`config.mk`:
```
export PLATFORM = sky130hd
export DESIGN_NAME = lprs_top
export DESIGN_NICKNAME = d
export VERILOG_FILES = /design/src/inc/lprs_pkg.sv /design/src/rtl/lprs_recovery_counter.sv /design/src/rtl/lprs_top.sv
export SDC_FILE = /design/constraint.sdc
export NUM_CORES = 1
export LEC_CHECK = 0
export ABC_AREA = 1
export BUFFER_PORTS_ARGS = -buffer_cell sky130_fd_sc_hd__buf_4
export CORE_ASPECT_RATIO = 1.1
export CORE_MARGIN = 2
export CORE_UTILIZATION = 42
export CTS_BUF_LIST = sky130_fd_sc_hd__clkbuf_4 sky130_fd_sc_hd__clkbuf_8 sky130_fd_sc_hd__clkbuf_16
export CTS_CLUSTER_SIZE = 24
export DETAILED_ROUTE_END_ITERATION = 6
export MAX_ROUTING_LAYER = met4
export PLACE_DENSITY = 0.74
export SETUP_SLACK_MARGIN = 0.4
export SLEW_MARGIN = 0
export SYNTH_ARGS = -nofsm -noshare
export SYNTH_HDL_FRONTEND = slang
export SYNTH_SLANG_ARGS = --single-unit
```
`constraint.sdc`:
```
create_clock -name clk_in -period 1.38 [get_ports clk_in]
set_input_delay 0.138 -clock clk_in [delete_from_list [all_inputs] [get_ports clk_in]]
set_output_delay 0.138 -clock clk_in [all_outputs]
set_load 0.005 [all_outputs]
```
`src/inc/lprs_pkg.sv`:
```
// constants, register map and state type for the low-power and reset status block
// assumes a 32-bit apb slave with word-aligned registers, byte address = index * 4
package lprs_pkg;
	// apb address width, wide enough for index 16'hfe04 times four
	localparam int ADDR_W = 20;
	// register indices as printed, byte address is four times the index
	localparam logic [15:0] BRK_STAT_IDX = 16'hfe00;
	localparam logic [15:0] RST_STAT_IDX = 16'hfe01;
	localparam logic [15:0] BRK_CTRL_IDX = 16'hfe03;
	localparam logic [15:0] LP_CFG_IDX = 16'hfe04;
	// break_exit_status field
	localparam int BRK_EXIT_BIT = 1;
	// reset_source_status fields
	localparam int POR_BIT = 7;
	localparam int PIN_BIT = 6;
	localparam int WDOG_BIT = 5;
	localparam int BADOP_BIT = 4;
	localparam int BADFETCH_BIT = 3;
	localparam int MON_BIT = 2;
	localparam int LVR_BIT = 1;
	// break_flag_clear_control field
	localparam int BRK_CLR_EN_BIT = 7;
	// low-power config register: short recovery select in bit 0, state readback in bits 5:4
	localparam int SHORT_REC_BIT = 0;
	localparam int STATE_LSB = 4;
	// reset values
	localparam logic [7:0] RST_STAT_POR_VAL = 8'h80;
	localparam logic BRK_CLR_EN_RST = 1'b0;
	localparam logic SHORT_REC_RST = 1'b0;
	// stop recovery lengths in oscillator cycles
	localparam logic [12:0] REC_LONG_CYC = 13'h1000;
	localparam logic [12:0] REC_SHORT_CYC = 13'h0020;
	// erased reset vector byte
	localparam logic [7:0] VEC_ERASED = 8'hff;

	typedef enum logic [1:0]
	{
		LPRS_RUN = 2'b00,
		LPRS_WAIT = 2'b01,
		LPRS_STOP = 2'b10,
		LPRS_RECOVER = 2'b11
	} lprs_state_t;

	// byte address of a register index
	function automatic logic [ADDR_W-1:0] reg_addr(input logic [15:0] idx);
		return {2'b00, idx, 2'b00};
	endfunction
endpackage

```
`src/rtl/lprs_recovery_counter.sv`:
```
// stop recovery counter: held clear outside recovery, times the recovery interval
// assumes the caller holds target steady while counting
`timescale 1ns/1ns
module lprs_recovery_counter
(
	input wire logic clk_in,
	input wire logic rst_b_in,
	input wire logic ce_in,
	input wire logic clear_in,
	input wire logic [12:0] target_in,
	output logic [12:0] count_out,
	output logic done_out
);
	// count up while not cleared, flag the last cycle of the interval
	always_ff @(posedge clk_in or negedge rst_b_in)
	begin
		if (!rst_b_in)
		begin
			count_out <= 13'h0000;
			done_out <= 1'b0;
		end
		else if (ce_in)
		begin
			if (clear_in)
			begin
				count_out <= 13'h0000;
				done_out <= 1'b0;
			end
			else
			begin
				count_out <= 13'(count_out + 13'h0001);
				done_out <= (count_out == 13'(target_in - 13'h0001));
			end
		end
	end
endmodule

```
`src/rtl/lprs_top.sv`:
```
// low-power mode sequencer, stop recovery timing and break/reset status registers
// assumes apb from the cpu side, reset sources as one-cycle pulses, clk_in is the
// internal oscillator clock; rst_b_in is the power-on reset
//
// Overview of operation
// - entering stop clears the recovery counter and turns off system clocks
// - in stop the clock generator output is gated, halting cpu and peripherals
// - module interrupt ends stop; stacking starts only after recovery delay
// - reset or break interrupt also ends stop mode
// - recovery is 4096 cycles, or 32 when short recovery is selected
// - counter held clear from stop until recovery, then times recovery
// - low-power exit is reset pin or cpu interrupt or break interrupt
// - break-exit flag set when break ends wait or stop
// - writing zero or any reset clears the break-exit flag
// - break, reset and break-control registers sit at fe00, fe01, fe03
// - reading reset status clears all its flags
// - power-on reset sets power-on flag, clears all others
// - each reset source sets its own flag, earlier flags kept
// - pin, watchdog and low-voltage resets each set their own flag
// - bad opcode sets a flag; bad-address opcode fetch sets another
// - monitor-entry reset after power-on with erased vector sets a flag
// - break_clear_enable allows or blocks status clearing during break
// - two-step flag clears stay blocked in break, complete after it
// - wait stops cpu clocks, peripheral clocks keep running
//
// Register access over APB is this design's own decision.
`timescale 1ns/1ns
module lprs_top
(
	input wire logic clk_in,
	input wire logic rst_b_in,
	input wire logic ce_in,
	input wire logic psel_in,
	input wire logic penable_in,
	input wire logic pwrite_in,
	input wire logic [19:0] paddr_in,
	input wire logic [31:0] pwdata_in,
	output logic [31:0] prdata_out,
	output logic pready_out,
	output logic pslverr_out,
	input wire logic wait_instr_in,
	input wire logic stop_instr_in,
	input wire logic cpu_irq_in,
	input wire logic break_irq_in,
	input wire logic break_state_in,
	input wire logic pin_reset_in,
	input wire logic watchdog_reset_in,
	input wire logic bad_opcode_in,
	input wire logic bad_fetch_in,
	input wire logic opcode_fetch_in,
	input wire logic monitor_reset_in,
	input wire logic [7:0] vector_lo_in,
	input wire logic [7:0] vector_hi_in,
	input wire logic int_pin_high_in,
	input wire logic low_voltage_in,
	output logic cpu_clk_en_out,
	output logic clk_gen_en_out,
	output logic stack_start_out,
	output logic flag_clear_allow_out,
	output logic break_exit_flag_out
);
	logic rst_meta_r;
	logic rst_sync_b;
	lprs_pkg::lprs_state_t st_r;
	lprs_pkg::lprs_state_t st_nxt;
	logic [7:0] rst_stat_r;
	logic brk_clr_en_r;
	logic short_rec_r;
	logic por_window_r;
	logic [12:0] rec_target_r;
	logic [12:0] rec_count;
	logic rec_done;
	logic [12:0] rec_len_r;
	logic low_power_exit;
	logic mon_ok;
	logic rst_evt;
	logic clr_allow;
	logic rd_done;
	logic wr_done;
	logic brk_set;
	logic stack_nxt;
	logic stat_rd_clr;
	logic brk_wr_clr;
	// true when the apb address selects the given register index
	function automatic logic reg_hit(input logic [19:0] a, input logic [15:0] idx);
		return a == lprs_pkg::reg_addr(idx);
	endfunction

	// sticky flag update, a set wins over a clear
	function automatic logic sticky(input logic q, input logic set, input logic clr);
		return set | (q & ~clr);
	endfunction

	// reset release through two flops
	always_ff @(posedge clk_in or negedge rst_b_in)
	begin
		if (!rst_b_in)
		begin
			rst_meta_r <= 1'b0;
			rst_sync_b <= 1'b0;
		end
		else
		begin
			rst_meta_r <= 1'b1;
			rst_sync_b <= rst_meta_r;
		end
	end

	// reset event qualification
	assign mon_ok = monitor_reset_in & por_window_r & int_pin_high_in &
		(vector_lo_in == lprs_pkg::VEC_ERASED) & (vector_hi_in == lprs_pkg::VEC_ERASED);
	assign rst_evt = pin_reset_in | watchdog_reset_in | bad_opcode_in | low_voltage_in |
		(bad_fetch_in & opcode_fetch_in) | mon_ok;
	assign low_power_exit = pin_reset_in | cpu_irq_in | break_irq_in;
	assign clr_allow = ~break_state_in | brk_clr_en_r;
	assign rd_done = psel_in & penable_in & pready_out & ~pwrite_in;
	assign wr_done = psel_in & penable_in & pready_out & pwrite_in;
	assign stat_rd_clr = rd_done & clr_allow & reg_hit(paddr_in, lprs_pkg::RST_STAT_IDX);
	assign brk_wr_clr = wr_done & clr_allow & reg_hit(paddr_in, lprs_pkg::BRK_STAT_IDX) &
		~pwdata_in[lprs_pkg::BRK_EXIT_BIT];
	assign brk_set = break_irq_in & ((st_r == lprs_pkg::LPRS_WAIT) |
		(st_r == lprs_pkg::LPRS_STOP));

	// low-power mode sequencing
	always_comb
	begin
		st_nxt = st_r;
		stack_nxt = 1'b0;
		case (st_r)
			lprs_pkg::LPRS_RUN:
			begin
				if (stop_instr_in)
					st_nxt = lprs_pkg::LPRS_STOP;
				else if (wait_instr_in)
					st_nxt = lprs_pkg::LPRS_WAIT;
			end
			lprs_pkg::LPRS_WAIT:
			begin
				if (low_power_exit | rst_evt)
				begin
					st_nxt = lprs_pkg::LPRS_RUN;
					stack_nxt = ~pin_reset_in & ~rst_evt;
				end
			end
			lprs_pkg::LPRS_STOP:
			begin
				if (pin_reset_in | rst_evt)
					st_nxt = lprs_pkg::LPRS_RUN;
				else if (cpu_irq_in | break_irq_in)
					st_nxt = lprs_pkg::LPRS_RECOVER;
			end
			lprs_pkg::LPRS_RECOVER:
			begin
				if (pin_reset_in | rst_evt)
					st_nxt = lprs_pkg::LPRS_RUN;
				else if (rec_done)
				begin
					st_nxt = lprs_pkg::LPRS_RUN;
					stack_nxt = 1'b1;
				end
			end
			default:
				st_nxt = lprs_pkg::LPRS_RUN;
		endcase
	end

	// state and clock gating outputs
	always_ff @(posedge clk_in or negedge rst_sync_b)
	begin
		if (!rst_sync_b)
		begin
			st_r <= lprs_pkg::LPRS_RUN;
			cpu_clk_en_out <= 1'b1;
			clk_gen_en_out <= 1'b1;
			stack_start_out <= 1'b0;
		end
		else if (ce_in)
		begin
			st_r <= st_nxt;
			cpu_clk_en_out <= (st_nxt == lprs_pkg::LPRS_RUN);
			clk_gen_en_out <= (st_nxt == lprs_pkg::LPRS_RUN) |
				(st_nxt == lprs_pkg::LPRS_WAIT);
			stack_start_out <= stack_nxt;
		end
	end

	// recovery length latched as stop ends
	always_ff @(posedge clk_in or negedge rst_sync_b)
	begin
		if (!rst_sync_b)
			rec_target_r <= lprs_pkg::REC_LONG_CYC;
		else if (ce_in && st_r == lprs_pkg::LPRS_STOP)
			rec_target_r <= short_rec_r ? lprs_pkg::REC_SHORT_CYC : lprs_pkg::REC_LONG_CYC;
	end

	// counter cleared in every state but recovery
	lprs_recovery_counter u_rec
	(
		.clk_in(clk_in),
		.rst_b_in(rst_sync_b),
		.ce_in(ce_in),
		.clear_in(st_r != lprs_pkg::LPRS_RECOVER),
		.target_in(rec_target_r),
		.count_out(rec_count),
		.done_out(rec_done)
	);

	// power-on window for monitor-entry reset
	always_ff @(posedge clk_in or negedge rst_sync_b)
	begin
		if (!rst_sync_b)
			por_window_r <= 1'b1;
		else if (ce_in && rst_evt)
			por_window_r <= 1'b0;
	end

	// reset source flags, read clears unless protected
	always_ff @(posedge clk_in or negedge rst_sync_b)
	begin
		if (!rst_sync_b)
			rst_stat_r <= lprs_pkg::RST_STAT_POR_VAL;
		else if (ce_in)
		begin
			rst_stat_r[lprs_pkg::POR_BIT] <= sticky(rst_stat_r[lprs_pkg::POR_BIT], 1'b0,
				stat_rd_clr);
			rst_stat_r[lprs_pkg::PIN_BIT] <= sticky(rst_stat_r[lprs_pkg::PIN_BIT], pin_reset_in,
				stat_rd_clr);
			rst_stat_r[lprs_pkg::WDOG_BIT] <= sticky(rst_stat_r[lprs_pkg::WDOG_BIT],
				watchdog_reset_in, stat_rd_clr);
			rst_stat_r[lprs_pkg::BADOP_BIT] <= sticky(rst_stat_r[lprs_pkg::BADOP_BIT],
				bad_opcode_in, stat_rd_clr);
			rst_stat_r[lprs_pkg::BADFETCH_BIT] <= sticky(rst_stat_r[lprs_pkg::BADFETCH_BIT],
				bad_fetch_in & opcode_fetch_in, stat_rd_clr);
			rst_stat_r[lprs_pkg::MON_BIT] <= sticky(rst_stat_r[lprs_pkg::MON_BIT], mon_ok,
				stat_rd_clr);
			rst_stat_r[lprs_pkg::LVR_BIT] <= sticky(rst_stat_r[lprs_pkg::LVR_BIT],
				low_voltage_in, stat_rd_clr);
			rst_stat_r[0] <= 1'b0;
		end
	end

	// break-exit flag: hardware set, zero write or reset clears
	always_ff @(posedge clk_in or negedge rst_sync_b)
	begin
		if (!rst_sync_b)
			break_exit_flag_out <= 1'b0;
		else if (ce_in)
			break_exit_flag_out <= ~rst_evt &
				sticky(break_exit_flag_out, brk_set, brk_wr_clr);
	end

	// writable control bits
	always_ff @(posedge clk_in or negedge rst_sync_b)
	begin
		if (!rst_sync_b)
		begin
			brk_clr_en_r <= lprs_pkg::BRK_CLR_EN_RST;
			short_rec_r <= lprs_pkg::SHORT_REC_RST;
		end
		else if (ce_in && wr_done)
		begin
			if (reg_hit(paddr_in, lprs_pkg::BRK_CTRL_IDX))
				brk_clr_en_r <= pwdata_in[lprs_pkg::BRK_CLR_EN_BIT];
			if (reg_hit(paddr_in, lprs_pkg::LP_CFG_IDX))
				short_rec_r <= pwdata_in[lprs_pkg::SHORT_REC_BIT];
		end
	end

	// clear permission for two-step flags in other modules
	always_ff @(posedge clk_in or negedge rst_sync_b)
	begin
		if (!rst_sync_b)
			flag_clear_allow_out <= 1'b1;
		else if (ce_in)
			flag_clear_allow_out <= clr_allow;
	end

	// apb slave: answer in the first access cycle, read data captured in setup
	always_ff @(posedge clk_in or negedge rst_sync_b)
	begin
		if (!rst_sync_b)
		begin
			pready_out <= 1'b0;
			pslverr_out <= 1'b0;
			prdata_out <= 32'h00000000;
		end
		else if (ce_in)
		begin
			pready_out <= psel_in & ~penable_in;
			pslverr_out <= psel_in & ~penable_in &
				~(reg_hit(paddr_in, lprs_pkg::BRK_STAT_IDX) |
				reg_hit(paddr_in, lprs_pkg::RST_STAT_IDX) |
				reg_hit(paddr_in, lprs_pkg::BRK_CTRL_IDX) |
				reg_hit(paddr_in, lprs_pkg::LP_CFG_IDX));
			prdata_out <= 32'h00000000;
			if (psel_in && !penable_in && !pwrite_in)
			begin
				if (reg_hit(paddr_in, lprs_pkg::BRK_STAT_IDX))
					prdata_out[lprs_pkg::BRK_EXIT_BIT] <= break_exit_flag_out;
				if (reg_hit(paddr_in, lprs_pkg::RST_STAT_IDX))
					prdata_out[7:0] <= rst_stat_r;
				if (reg_hit(paddr_in, lprs_pkg::BRK_CTRL_IDX))
					prdata_out[lprs_pkg::BRK_CLR_EN_BIT] <= brk_clr_en_r;
				if (reg_hit(paddr_in, lprs_pkg::LP_CFG_IDX))
				begin
					prdata_out[lprs_pkg::SHORT_REC_BIT] <= short_rec_r;
					prdata_out[lprs_pkg::STATE_LSB +: 2] <= st_r;
				end
			end
		end
	end

	// helper: cycles spent in recovery
	always_ff @(posedge clk_in or negedge rst_sync_b)
	begin
		if (!rst_sync_b)
			rec_len_r <= 13'h0000;
		else if (ce_in)
			rec_len_r <= (st_r == lprs_pkg::LPRS_RECOVER) ? 13'(rec_len_r + 13'h0001) : 13'h0000;
	end
endmodule

```
## After elaboration in Yosys (flattened, before gate mapping)

Cells that the tools add are included.

- Register bits: 56

- Bitwise logic cells: 59
- Multiplexer cells: 21
- Reductions and logical operators: 11
- Add/subtract/negate cells: 2
- Eq/ne operators: 12

Operator list:

| operator | count |
|---|---|
| $eq 20x18->1 const B | 4 |
| $and 1x1->1 | 27 |
| $mux 13 | 2 |
| $or 1x1->1 | 23 |
| $eq 8x8->1 const B | 2 |
| $mux 2 | 8 |
| $mux 8 | 2 |
| $add 13x1->13 const B | 1 |
| $eq 13x13->1 | 1 |
| $sub 13x1->13 const B | 1 |
| $not 1->1 | 9 |
| $pmux 2 s4 | 1 |
| $mux 1 | 7 |
| $logic_and 1x1->1 | 5 |
| $eq 2x1->1 const B | 2 |
| $eq 2x2->1 const B | 2 |
| $logic_not 2->1 | 2 |
| $reduce_and 2->1 | 2 |
| $logic_not 1->1 | 2 |
| $ne 2x2->1 const B | 1 |
| $pmux 1 s2 | 1 |

## Depth between registers and ports, before layout

Gate-level depths: netlist of run 1.

- Depth in word-level cells: 10
- Depth in mapped cells: 10
- Gate-level depth less buffers: 10

## Modules after synthesis

From an unflattened synthesis of run 1, not the netlist that was laid out.

- Cells, all modules: 475
- Area total of the unflattened synthesis: 3290.7 um^2

Modules (own cells, without submodules):

| module | cells each | area each (um^2) | instances |
|---|---|---|---|
| lprs_top | 284 | 2084.5 | 1 |
| lprs_recovery_counter | 191 | 1206.2 | 1 |

## Least setup slack after synthesis of run 1

No wires, ideal clock.

- Kind: reg-to-reg
- Start: register st_r[0]
- End: register st_r[0]
- Path slack: -0.039 ns
- Stages on the path, launching flop included: 9
- Arrival: 1.286 ns
- Path through: dfrtp_1 -> inv_1 -> ha_1 -> a21oi_1 -> nor2_1 -> o21ai_0 -> nor2_1 -> nor3_1 -> a21oi_1

- Cells in the longest elaborated chain, start to end: 3

Ends and longest elaborated chain:

| item | line | RTL |
|---|---|---|
| start: declaration | lprs_top.sv:64 | `lprs_pkg::lprs_state_t st_r;` |
| start signal: assignment | lprs_top.sv:172 | `st_r <= lprs_pkg::LPRS_RUN;` |
| start signal: assignment | lprs_top.sv:179 | `st_r <= st_nxt;` |
| $mux 2 (on tied branches) | lprs_top.sv:156, lprs_top.sv:134, lprs_top.sv:149 |  |
| $mux 2 (on tied branches) | lprs_top.sv:154, lprs_top.sv:132, lprs_top.sv:147 |  |
| $pmux 2 s4 * | lprs_top.sv:129 | `case (st_r)` |

Every way passes the cells marked *; elsewhere a longest branch is shown, timed or not.
A chain may end at the register's enable or synchronous reset.

## Worst setup path after layout of run 1

- Start: register u_rec.count_out[0]
- End: register u_rec.count_out[11]

- Cells in the longest elaborated chain, start to end: 2

Ends and longest elaborated chain:

| item | line | RTL |
|---|---|---|
| start: declaration | lprs_recovery_counter.sv:11 | `output logic [12:0] count_out,` |
| start signal: assignment | lprs_recovery_counter.sv:31 | `count_out <= 13'(count_out + 13'h0001);` |
| $add 13x1->13 | lprs_recovery_counter.sv:31 |  |
| $mux 13 | lprs_recovery_counter.sv:24 | `if (clear_in)` |

No other way between the ends.

==> results of run 1 <==
==> Yosys cell counts, types with 5 or more instances <==
| library cell | count |
|---|---|
| ha_1 | 5 |
| buf_4 | 25 |
| nand4_1 | 8 |
| dfstp_2 | 6 |
| dfrtp_1 | 39 |
| nor3_1 | 6 |
| inv_1 | 42 |
| nor2_1 | 40 |
| o21ai_0 | 17 |
| nand2_1 | 78 |
| nand3_1 | 21 |
| a21oi_1 | 16 |
==> metal layers <==
layer / wire (microns) / up-vias / share of wire (%) / global-route usage, %
li1: - / 1330 / - / -
met1: 2970 / 1311 / 39 / 24.9
met2: 4230 / 74 / 56 / 38.4
met3: 248 / 11 / 3.3 / 3.51
met4: 99 / 0 / 1.3 / 5.70
met5: 0 / - / 0 / -
==> per-stage QoR <==
| step | instances | util (%) | hold slack [ps] | cell area (sq um) | setup TNS [ps] |
|---|---|---|---|---|---|
| global placement | 517 | 56.1 | -78.3 | 3470 | -82.6 |
| CTS | 542 | 62.9 | 38.4 | 3890 | -94.9 |
| floorplan | 369 | - | -158 | 2850 | 0 |
| detailed placement | 517 | 56.1 | -78.0 | 3470 | -336 |
| finish | 558 | 68.7 | 50.3 | 4260 | -578 |
| global route | 558 | 68.7 | 47.9 | 4260 | -1450 |
==> sequential cells by signal, indices dropped and copies added, names as in the netlist, 2 cells and up <==
| name | cells |
|---|---|
| prdata_out | 8 |
| rec_target_r | 2 |
| rst_stat_r | 7 |
| st_r | 2 |
| u_rec.count_out | 13 |
==> layout make-up <==
type                       count  area [sq um]
multi-input combinational    251          1630
clock inverter                 1          7.51
inverter                      45           188
timing repair buffer         128          1100
tap                           80           100
clock buffer                   7          90.1
timing repair inverter         1          7.51
sequential                    45          1140
fill                         467          1940
==> how the worst max path moves through the flow <==
stage	start	to
floorplan	st_r[0]	st_r[0]
global placement	st_r[0]	cpu_clk_en_out
detailed placement	st_r[0]	cpu_clk_en_out
CTS	st_r[0]	cpu_clk_en_out
global route	u_rec.count_out[0]	u_rec.count_out[11]
finish	u_rec.count_out[0]	u_rec.count_out[11]
==> kinds of logic (layout without fill, tap and decap cells) <==
| family | count (synthesis) | in the layout | synth area share, % |
|---|---|---|---|
| flops | 45 | 45 | 42.2 |
| buf+inv | 73 | 182 | 13.8 |
| simple gates | 174 | 174 | 31.6 |
| other cells | 2 | 25 | 0.279 |
| fa+ha+maj | 5 | 5 | 2.33 |
| compound gates | 46 | 46 | 9.54 |
| xor+xnor | 1 | 1 | 0.326 |
==> power groups by stage <==
| stage | clock network (W) | registers, W | logic (W) |
|---|---|---|---|
| floorplan | 0 | 0.00152 | 0.000366 |
| global route | 0.000960 | 0.00153 | 0.00108 |
| finish | 0.000874 | 0.00152 | 0.000991 |
| CTS | 0.000890 | 0.00150 | 0.000833 |
| global placement | 0 | 0.00151 | 0.000664 |
| detailed placement | 0 | 0.00152 | 0.000688 |
==> what timing repair did <==
action	CTS	global route
pin swaps	32	29
gates cloned	1	0
buffers inserted	14	16
resized for setup	61	61
hold buffers	2	0
setup endpoints to repair	40	53
hold endpoints to repair	3	0
==> worst register-to-register path: stages, from the launching register on <==
cell and delay (ps):
dfrtp_1 420, buf_6 120, nand3_4 80, nor3_4 150, nand3_2 170, or2_1 270
o21ai_1 120, a21oi_1 50
==> results.json, run 1 <==
{
  "path_cells": "buf_6 > nand3_4 > nor3_4 > nand3_2 > or2_1 > o21ai_1 > a21oi_1",
  "numCtsBuffers": 5,
  "n_antenna_cell": 0,
  "p_leak_nw": 2.11,
  "dieArea_sq_mm": 0.00706,
  "switching_share_pct": 30.1,
  "route.detailed.drc": 0,
  "io_pins": 126,
  "final_nets": 569,
  "synthDominantCellAreaShare_pct": 36.3,
  "clockBufferDepth": 2,
  "hold_viol": 0,
  "peakVddDrop_v": 0.000480,
  "grt_max_degree": 26,
  "rrSetupSlack_ps": -100,
  "synth-seq-cells": 45,
  "antenna_found_initial": 0,
  "layout_common_cells": "91 x buf_4, 66 x nand2_1, 36 x dfrtp_1, 35 x buf_6",
  "powerDensity_mw_per_mm2": 795,
  "avgViaCountPerCell": 4.89,
  "clock_power_share_pct": 25.8,
  "dp_hpwl_microns": 5110,
  "wl_per_cell_microns": 13.5,
  "yosys-top-cells-area": "dfrtp_1 36%, nand2_1 11%, buf_4 7.0%, dfstp_2 5.9%, inv_1 5.9%",
  "grt_util_all_layers_pct": 21.4,
  "die_w_microns": 80.3,
  "dieHeight_microns": 87.9,
  "async_flop_share_pct": 100,
  "synthCells": 346,
  "timing.rr.start": "u_rec.count_out[0]",
  "clock_sinks": 45,
  "num_rows": 30,
  "whs_path_depth": 3,
  "setup_violations": 10,
  "synth_area_sq_mm": 0.00269,
  "yosysTopAreaCell": "dfrtp_1",
  "crit_fanout": 4,
  "drt_first_pass_iters": 4,
  "grt_pass1_vias": 2619,
  "syn_avg_cell_area_sq_um": 7.77,
  "cp_top_family": "simple AND/OR/NAND/NOR gates",
  "critical-path-max-stage-delay_ps": 420,
  "grt_overflow": 0,
  "cts_root_buffer": "clkbuf_8",
  "grt_setup_unrepaired": "true",
  "grt_pass1_wl_microns": 11600,
  "synth_ff_type": "dfrtp_1",
  "worstHoldStart": "bad_opcode_in",
  "place.gp.congestion": 0.843,
  "failed_checks": "setup timing",
  "htree_levels": 2,
  "post-route-min-period_ps": 1480,
  "path_clk_slew_ps": 90,
  "cap_viol_max_count": 0,
  "min_to": "rst_stat_r[4]",
  "wl_microns": 7550,
  "outcome": "finished with violations",
  "finalMaxSlewViolations": 0,
  "drtIter0Drc": 138,
  "finalPower_w": 0.00338,
  "crit_required_ps": 1580,
  "setup_slack_ps": -99.0,
  "startpoint_type": "flop",
  "p_int_w": 0.00236,
  "cp_num_cells": 7,
  "clk_latency_ps": 300,
  "start_util_pct": 43.4,
  "pwr-share-seq_pct": 44.9,
  "ys_seq_area_share_pct": 42.2,
  "rr_worst_depth": 7,
  "place_ws_ps": -126,
  "crit_path_end_kind": "flop",
  "cts_tree": "yes",
  "synth_warnings": 0,
  "portBuffers": 72,
  "dr_total_vias": 2726,
  "r2r-end": "u_rec.count_out[11]",
  "yosys.cell_types.count": 37,
  "p_sw_w": 0.00102,
  "drive_gt1_share_pct": 50.4,
  "fin_crit_sh_pct": 107,
  "finClkSkew_ps": 13.0,
  "hold_class": "input port to flop",
  "core_sq_mm": 0.00619,
  "timing.critical_path.buf_inv": 1,
  "comb_power_share_pct": 29.3,
  "max_freq_mhz": 676,
  "cp_slowest_cell": "dfrtp_1",
  "synth_edf_count": 0,
  "ant_nets": 0,
  "path_class": "flop to flop",
  "cp.arrival_ps": 1670,
  "synthToLayoutAreaGrowth_pct": 58.3,
  "layout_commonest_cell": "buf_4"
}
No activity file was read; power rests on OpenSTA's default activity.
==> run 2: changes to the inputs <==
--- a/config.mk
+++ b/config.mk
@@ -5,16 +5,16 @@
 export SDC_FILE = /design/constraint.sdc
 export NUM_CORES = 1
 export LEC_CHECK = 0
-export ABC_AREA = 1
+export ABC_AREA = 0
 export BUFFER_PORTS_ARGS = -buffer_cell sky130_fd_sc_hd__buf_4
 export CORE_ASPECT_RATIO = 1.1
 export CORE_MARGIN = 2
-export CORE_UTILIZATION = 42
-export CTS_BUF_LIST = sky130_fd_sc_hd__clkbuf_4 sky130_fd_sc_hd__clkbuf_8 sky130_fd_sc_hd__clkbuf_16
+export CORE_UTILIZATION = 43
+export CTS_BUF_LIST = sky130_fd_sc_hd__clkbuf_4 sky130_fd_sc_hd__clkbuf_8
 export CTS_CLUSTER_SIZE = 24
 export DETAILED_ROUTE_END_ITERATION = 6
 export MAX_ROUTING_LAYER = met4
-export PLACE_DENSITY = 0.74
+export PLACE_DENSITY = 0.77
 export SETUP_SLACK_MARGIN = 0.4
 export SLEW_MARGIN = 0
 export SYNTH_ARGS = -nofsm -noshare
==> run 2 against run 1 <==
The run still ends with setup timing left. Global-route usage up 1.3 points. Synthesized cell count down 26%. Largest cell class unchanged. Combinational power up 16%. Hold slack worse by 7.8 ps. Wire length down 3.1%. Area after synthesis down 6.9%. Core utilization about the same. Die area down 8.6%. Largest power group unchanged.
==> results.json, run 2 <==
{
  "antenna_found_initial": 0,
  "outcome": "finished with violations",
  "dr_total_vias": 2414,
  "yosysTopAreaCell": "dfrtp_1",
  "synth_ff_type": "dfrtp_1",
  "num_rows": 29,
  "grt_setup_unrepaired": "true",
  "synth_warnings": 0,
  "avgViaCountPerCell": 5.28,
  "synth_area_sq_mm": 0.00250,
  "wl_microns": 7310,
  "powerDensity_mw_per_mm2": 939,
  "finalMaxSlewViolations": 0,
  "crit_required_ps": 1610,
  "n_antenna_cell": 0,
  "grt_pass1_vias": 2441,
  "startpoint_type": "flop",
  "max_freq_mhz": 678,
  "drtIter0Drc": 131,
  "cts_root_buffer": "clkbuf_8",
  "clockBufferDepth": 2,
  "synthCells": 256,
  "final_nets": 471,
  "grt_pass1_wl_microns": 11500,
  "dp_hpwl_microns": 4520,
  "path_cells": "inv_2 > ha_4 > a221oi_2 > or3_4 > o221a_4",
  "critical-path-max-stage-delay_ps": 460,
  "yosysMostFrequentCell": "dfrtp_1",
  "htree_levels": 2,
  "start_util_pct": 43.9,
  "cts_tree": "yes",
  "place_ws_ps": -252,
  "io_pins": 126,
  "numCtsBuffers": 5,
  "path_clk_slew_ps": 80,
  "grt_overflow": 0,
  "core_sq_mm": 0.00570,
  "async_flop_share_pct": 100,
  "ant_nets": 0,
  "dieArea_sq_mm": 0.00645,
  "synthDominantCellAreaShare_pct": 39.0,
  "dieHeight_microns": 84.0,
  "synthToLayoutAreaGrowth_pct": 56.3,
  "setup_violations": 11,
  "crit_fanout": 5,
  "timing.critical_path.buf_inv": 1,
  "layout.cells.non_filler": 457,
  "failed_checks": "setup timing",
  "cp_top_family": "flip-flops",
  "synth_edf_count": 0,
  "place.gp.congestion": 0.888,
  "post-route-min-period_ps": 1470,
  "layout_top_registers": "u_rec.count_out: 13 flops, prdata_out: 8 flops, rst_stat_r: 7 flops",
  "largest_reg_flops": 13,
  "route.detailed.drc": 0,
  "synth_commonest_cells": "39 x dfrtp_1, 25 x nand2_1, 24 x buf_4, 21 x nor2_1, 12 x nand4_1",
  "n_fill_cell": 427,
  "path_class": "flop to flop",
  "finalSetupTns_ps": -533,
  "grt_max_degree": 44,
  "regMostFlops": "u_rec.count_out",
  "cp_slowest_cell": "dfrtp_2",
  "hold_class": "input port to flop",
  "crit_path_end_kind": "flop",
  "p_leak_nw": 1.82,
  "hold_viol": 0,
  "syn_avg_cell_area_sq_um": 9.78,
  "synth-seq-cells": 45,
  "die_w_microns": 76.8,
  "yosys-top-cells-area": "dfrtp_1 39%, buf_4 7.2%, dfstp_2 6.3%, nand2_1 3.7%, nor2_1 3.1%",
  "drive_gt1_share_pct": 51.1,
  "layout_common_cells": "86 x buf_4, 36 x dfrtp_1, 33 x buf_6, 25 x conb_1, 20 x nand2_1",
  "portBuffers": 72,
  "dp_cells": 422,
  "layout_commonest_cell": "buf_4",
  "yosys.cell_types.count": 49,
  "fin_crit_sh_pct": 107,
  "drt_first_pass_iters": 4,
  "ys_seq_area_share_pct": 45.3,
  "clk_latency_ps": 300,
  "peakVddDrop_v": 0.000852,
  "clock_sinks": 45,
  "cap_viol_max_count": 0,
  "setup_slack_ps": -93.9,
  "grt_util_all_layers_pct": 22.7,
  "finClkSkew_ps": 5.65,
  "timing.hold.ws_ps": 42.4,
  "cp.arrival_ps": 1710,
  "wl_per_cell_microns": 16.0
}
[run 2: cell types whose count changed after synthesis, sizes merged, moves of 5 or more]
cell / previous run / this run
nand3: 24 / 10
and3: 0 / 5
o21ai: 20 / 11
nor2: 45 / 21
o2bb2ai: 0 / 8
a21oi: 16 / 7
a22o: 0 / 7
nor2b: 0 / 5
nor3: 10 / 5
xor2: 0 / 6
inv: 45 / 8
nand2: 81 / 26
[run 2: repair_timing]
item,CTS,global route
buffers inserted,13,13
hold endpoints to repair,2,0
pin swaps,24,10
gates resized for setup,61,24
endpoints found under the setup margin,46,56
hold buffers,1,0
[run 2: worst register-to-register path, stage by stage, from the launching register on]
cell	delay, ps
dfrtp_2	460
inv_2	110
ha_4	150
a221oi_2	50
or3_4	370
o221a_4	260
[run 2: path summary, 6_finish.rpt]
| check | startpoint | endpoint | slack (ps) | cells past startpoint |
|---|---|---|---|---|
| worst min-delay path | penable_in | pready_out | 40 | 2 |
| worst max register to register | st_r[1] | clk_gen_en_out | -90 | 5 |
| worst max-delay path | st_r[1] | clk_gen_en_out | -90 | 5 |
| max in group asynchronous | rst_sync_b | cpu_clk_en_out | 850 | 1 |
| min in group asynchronous | rst_b_in | rst_sync_b | 150 | 2 |
| worst min register to register | rst_sync_b | prdata_out[6] | 240 | 1 |
[run 2: cells by family after synthesis]
| logic type | count (synthesis) | share of synthesized area (%) |
|---|---|---|
| simple gates | 100 | 22.3 |
| compound gates | 52 | 15.2 |
| flops | 45 | 45.3 |
| buf+inv | 39 | 9.45 |
| xor+xnor | 8 | 2.80 |
| fa+ha+maj | 5 | 2.50 |
| mux | 5 | 2.15 |
| other cells | 2 | 0.300 |
[run 2: final cells by class]
class | instances | area [sq um] | share of cell area, %
clock buffers | 6 | 76.3 | 1.95
clock inverters | 2 | 35.0 | 0.895
inverters | 9 | 35.0 | 0.895
multi-input cells | 195 | 1450 | 37.1
flip-flops and latches | 45 | 1140 | 29.1
well taps | 77 | 96.3 | 2.46
repair buffers | 123 | 1080 | 27.7
[run 2: where the power goes]
part	internal (W)	total [W]	switching, W
registers	0.00142	0.00151	0.0000894
clock network	0.000558	0.00102	0.000460
logic	0.000646	0.00115	0.000502
[run 2: routing by layer]
metal / vias to the layer above / routed length, microns / track usage, %
li1: 1126 / - / -
met1: 1188 / 2910 / 27.2
met2: 81 / 3920 / 38.4
met3: 19 / 308 / 4.00
met4: 0 / 180 / 8.26
met5: - / 0 / -
[run 2: through the flow]
| step | utilization (%) | cell area, sq um | total power, W |
|---|---|---|---|
| 2_1_floorplan | - | 2640 | 0.00192 |
| 6_report | 68.7 | 3910 | 0.00367 |
| 5_1_grt | 68.7 | 3910 | 0.00383 |
| 3_5_place_dp | 57.1 | 3250 | 0.00228 |
| 3_3_place_gp | 57.1 | 3250 | 0.00225 |
| 4_1_cts | 65.3 | 3720 | 0.00352 |
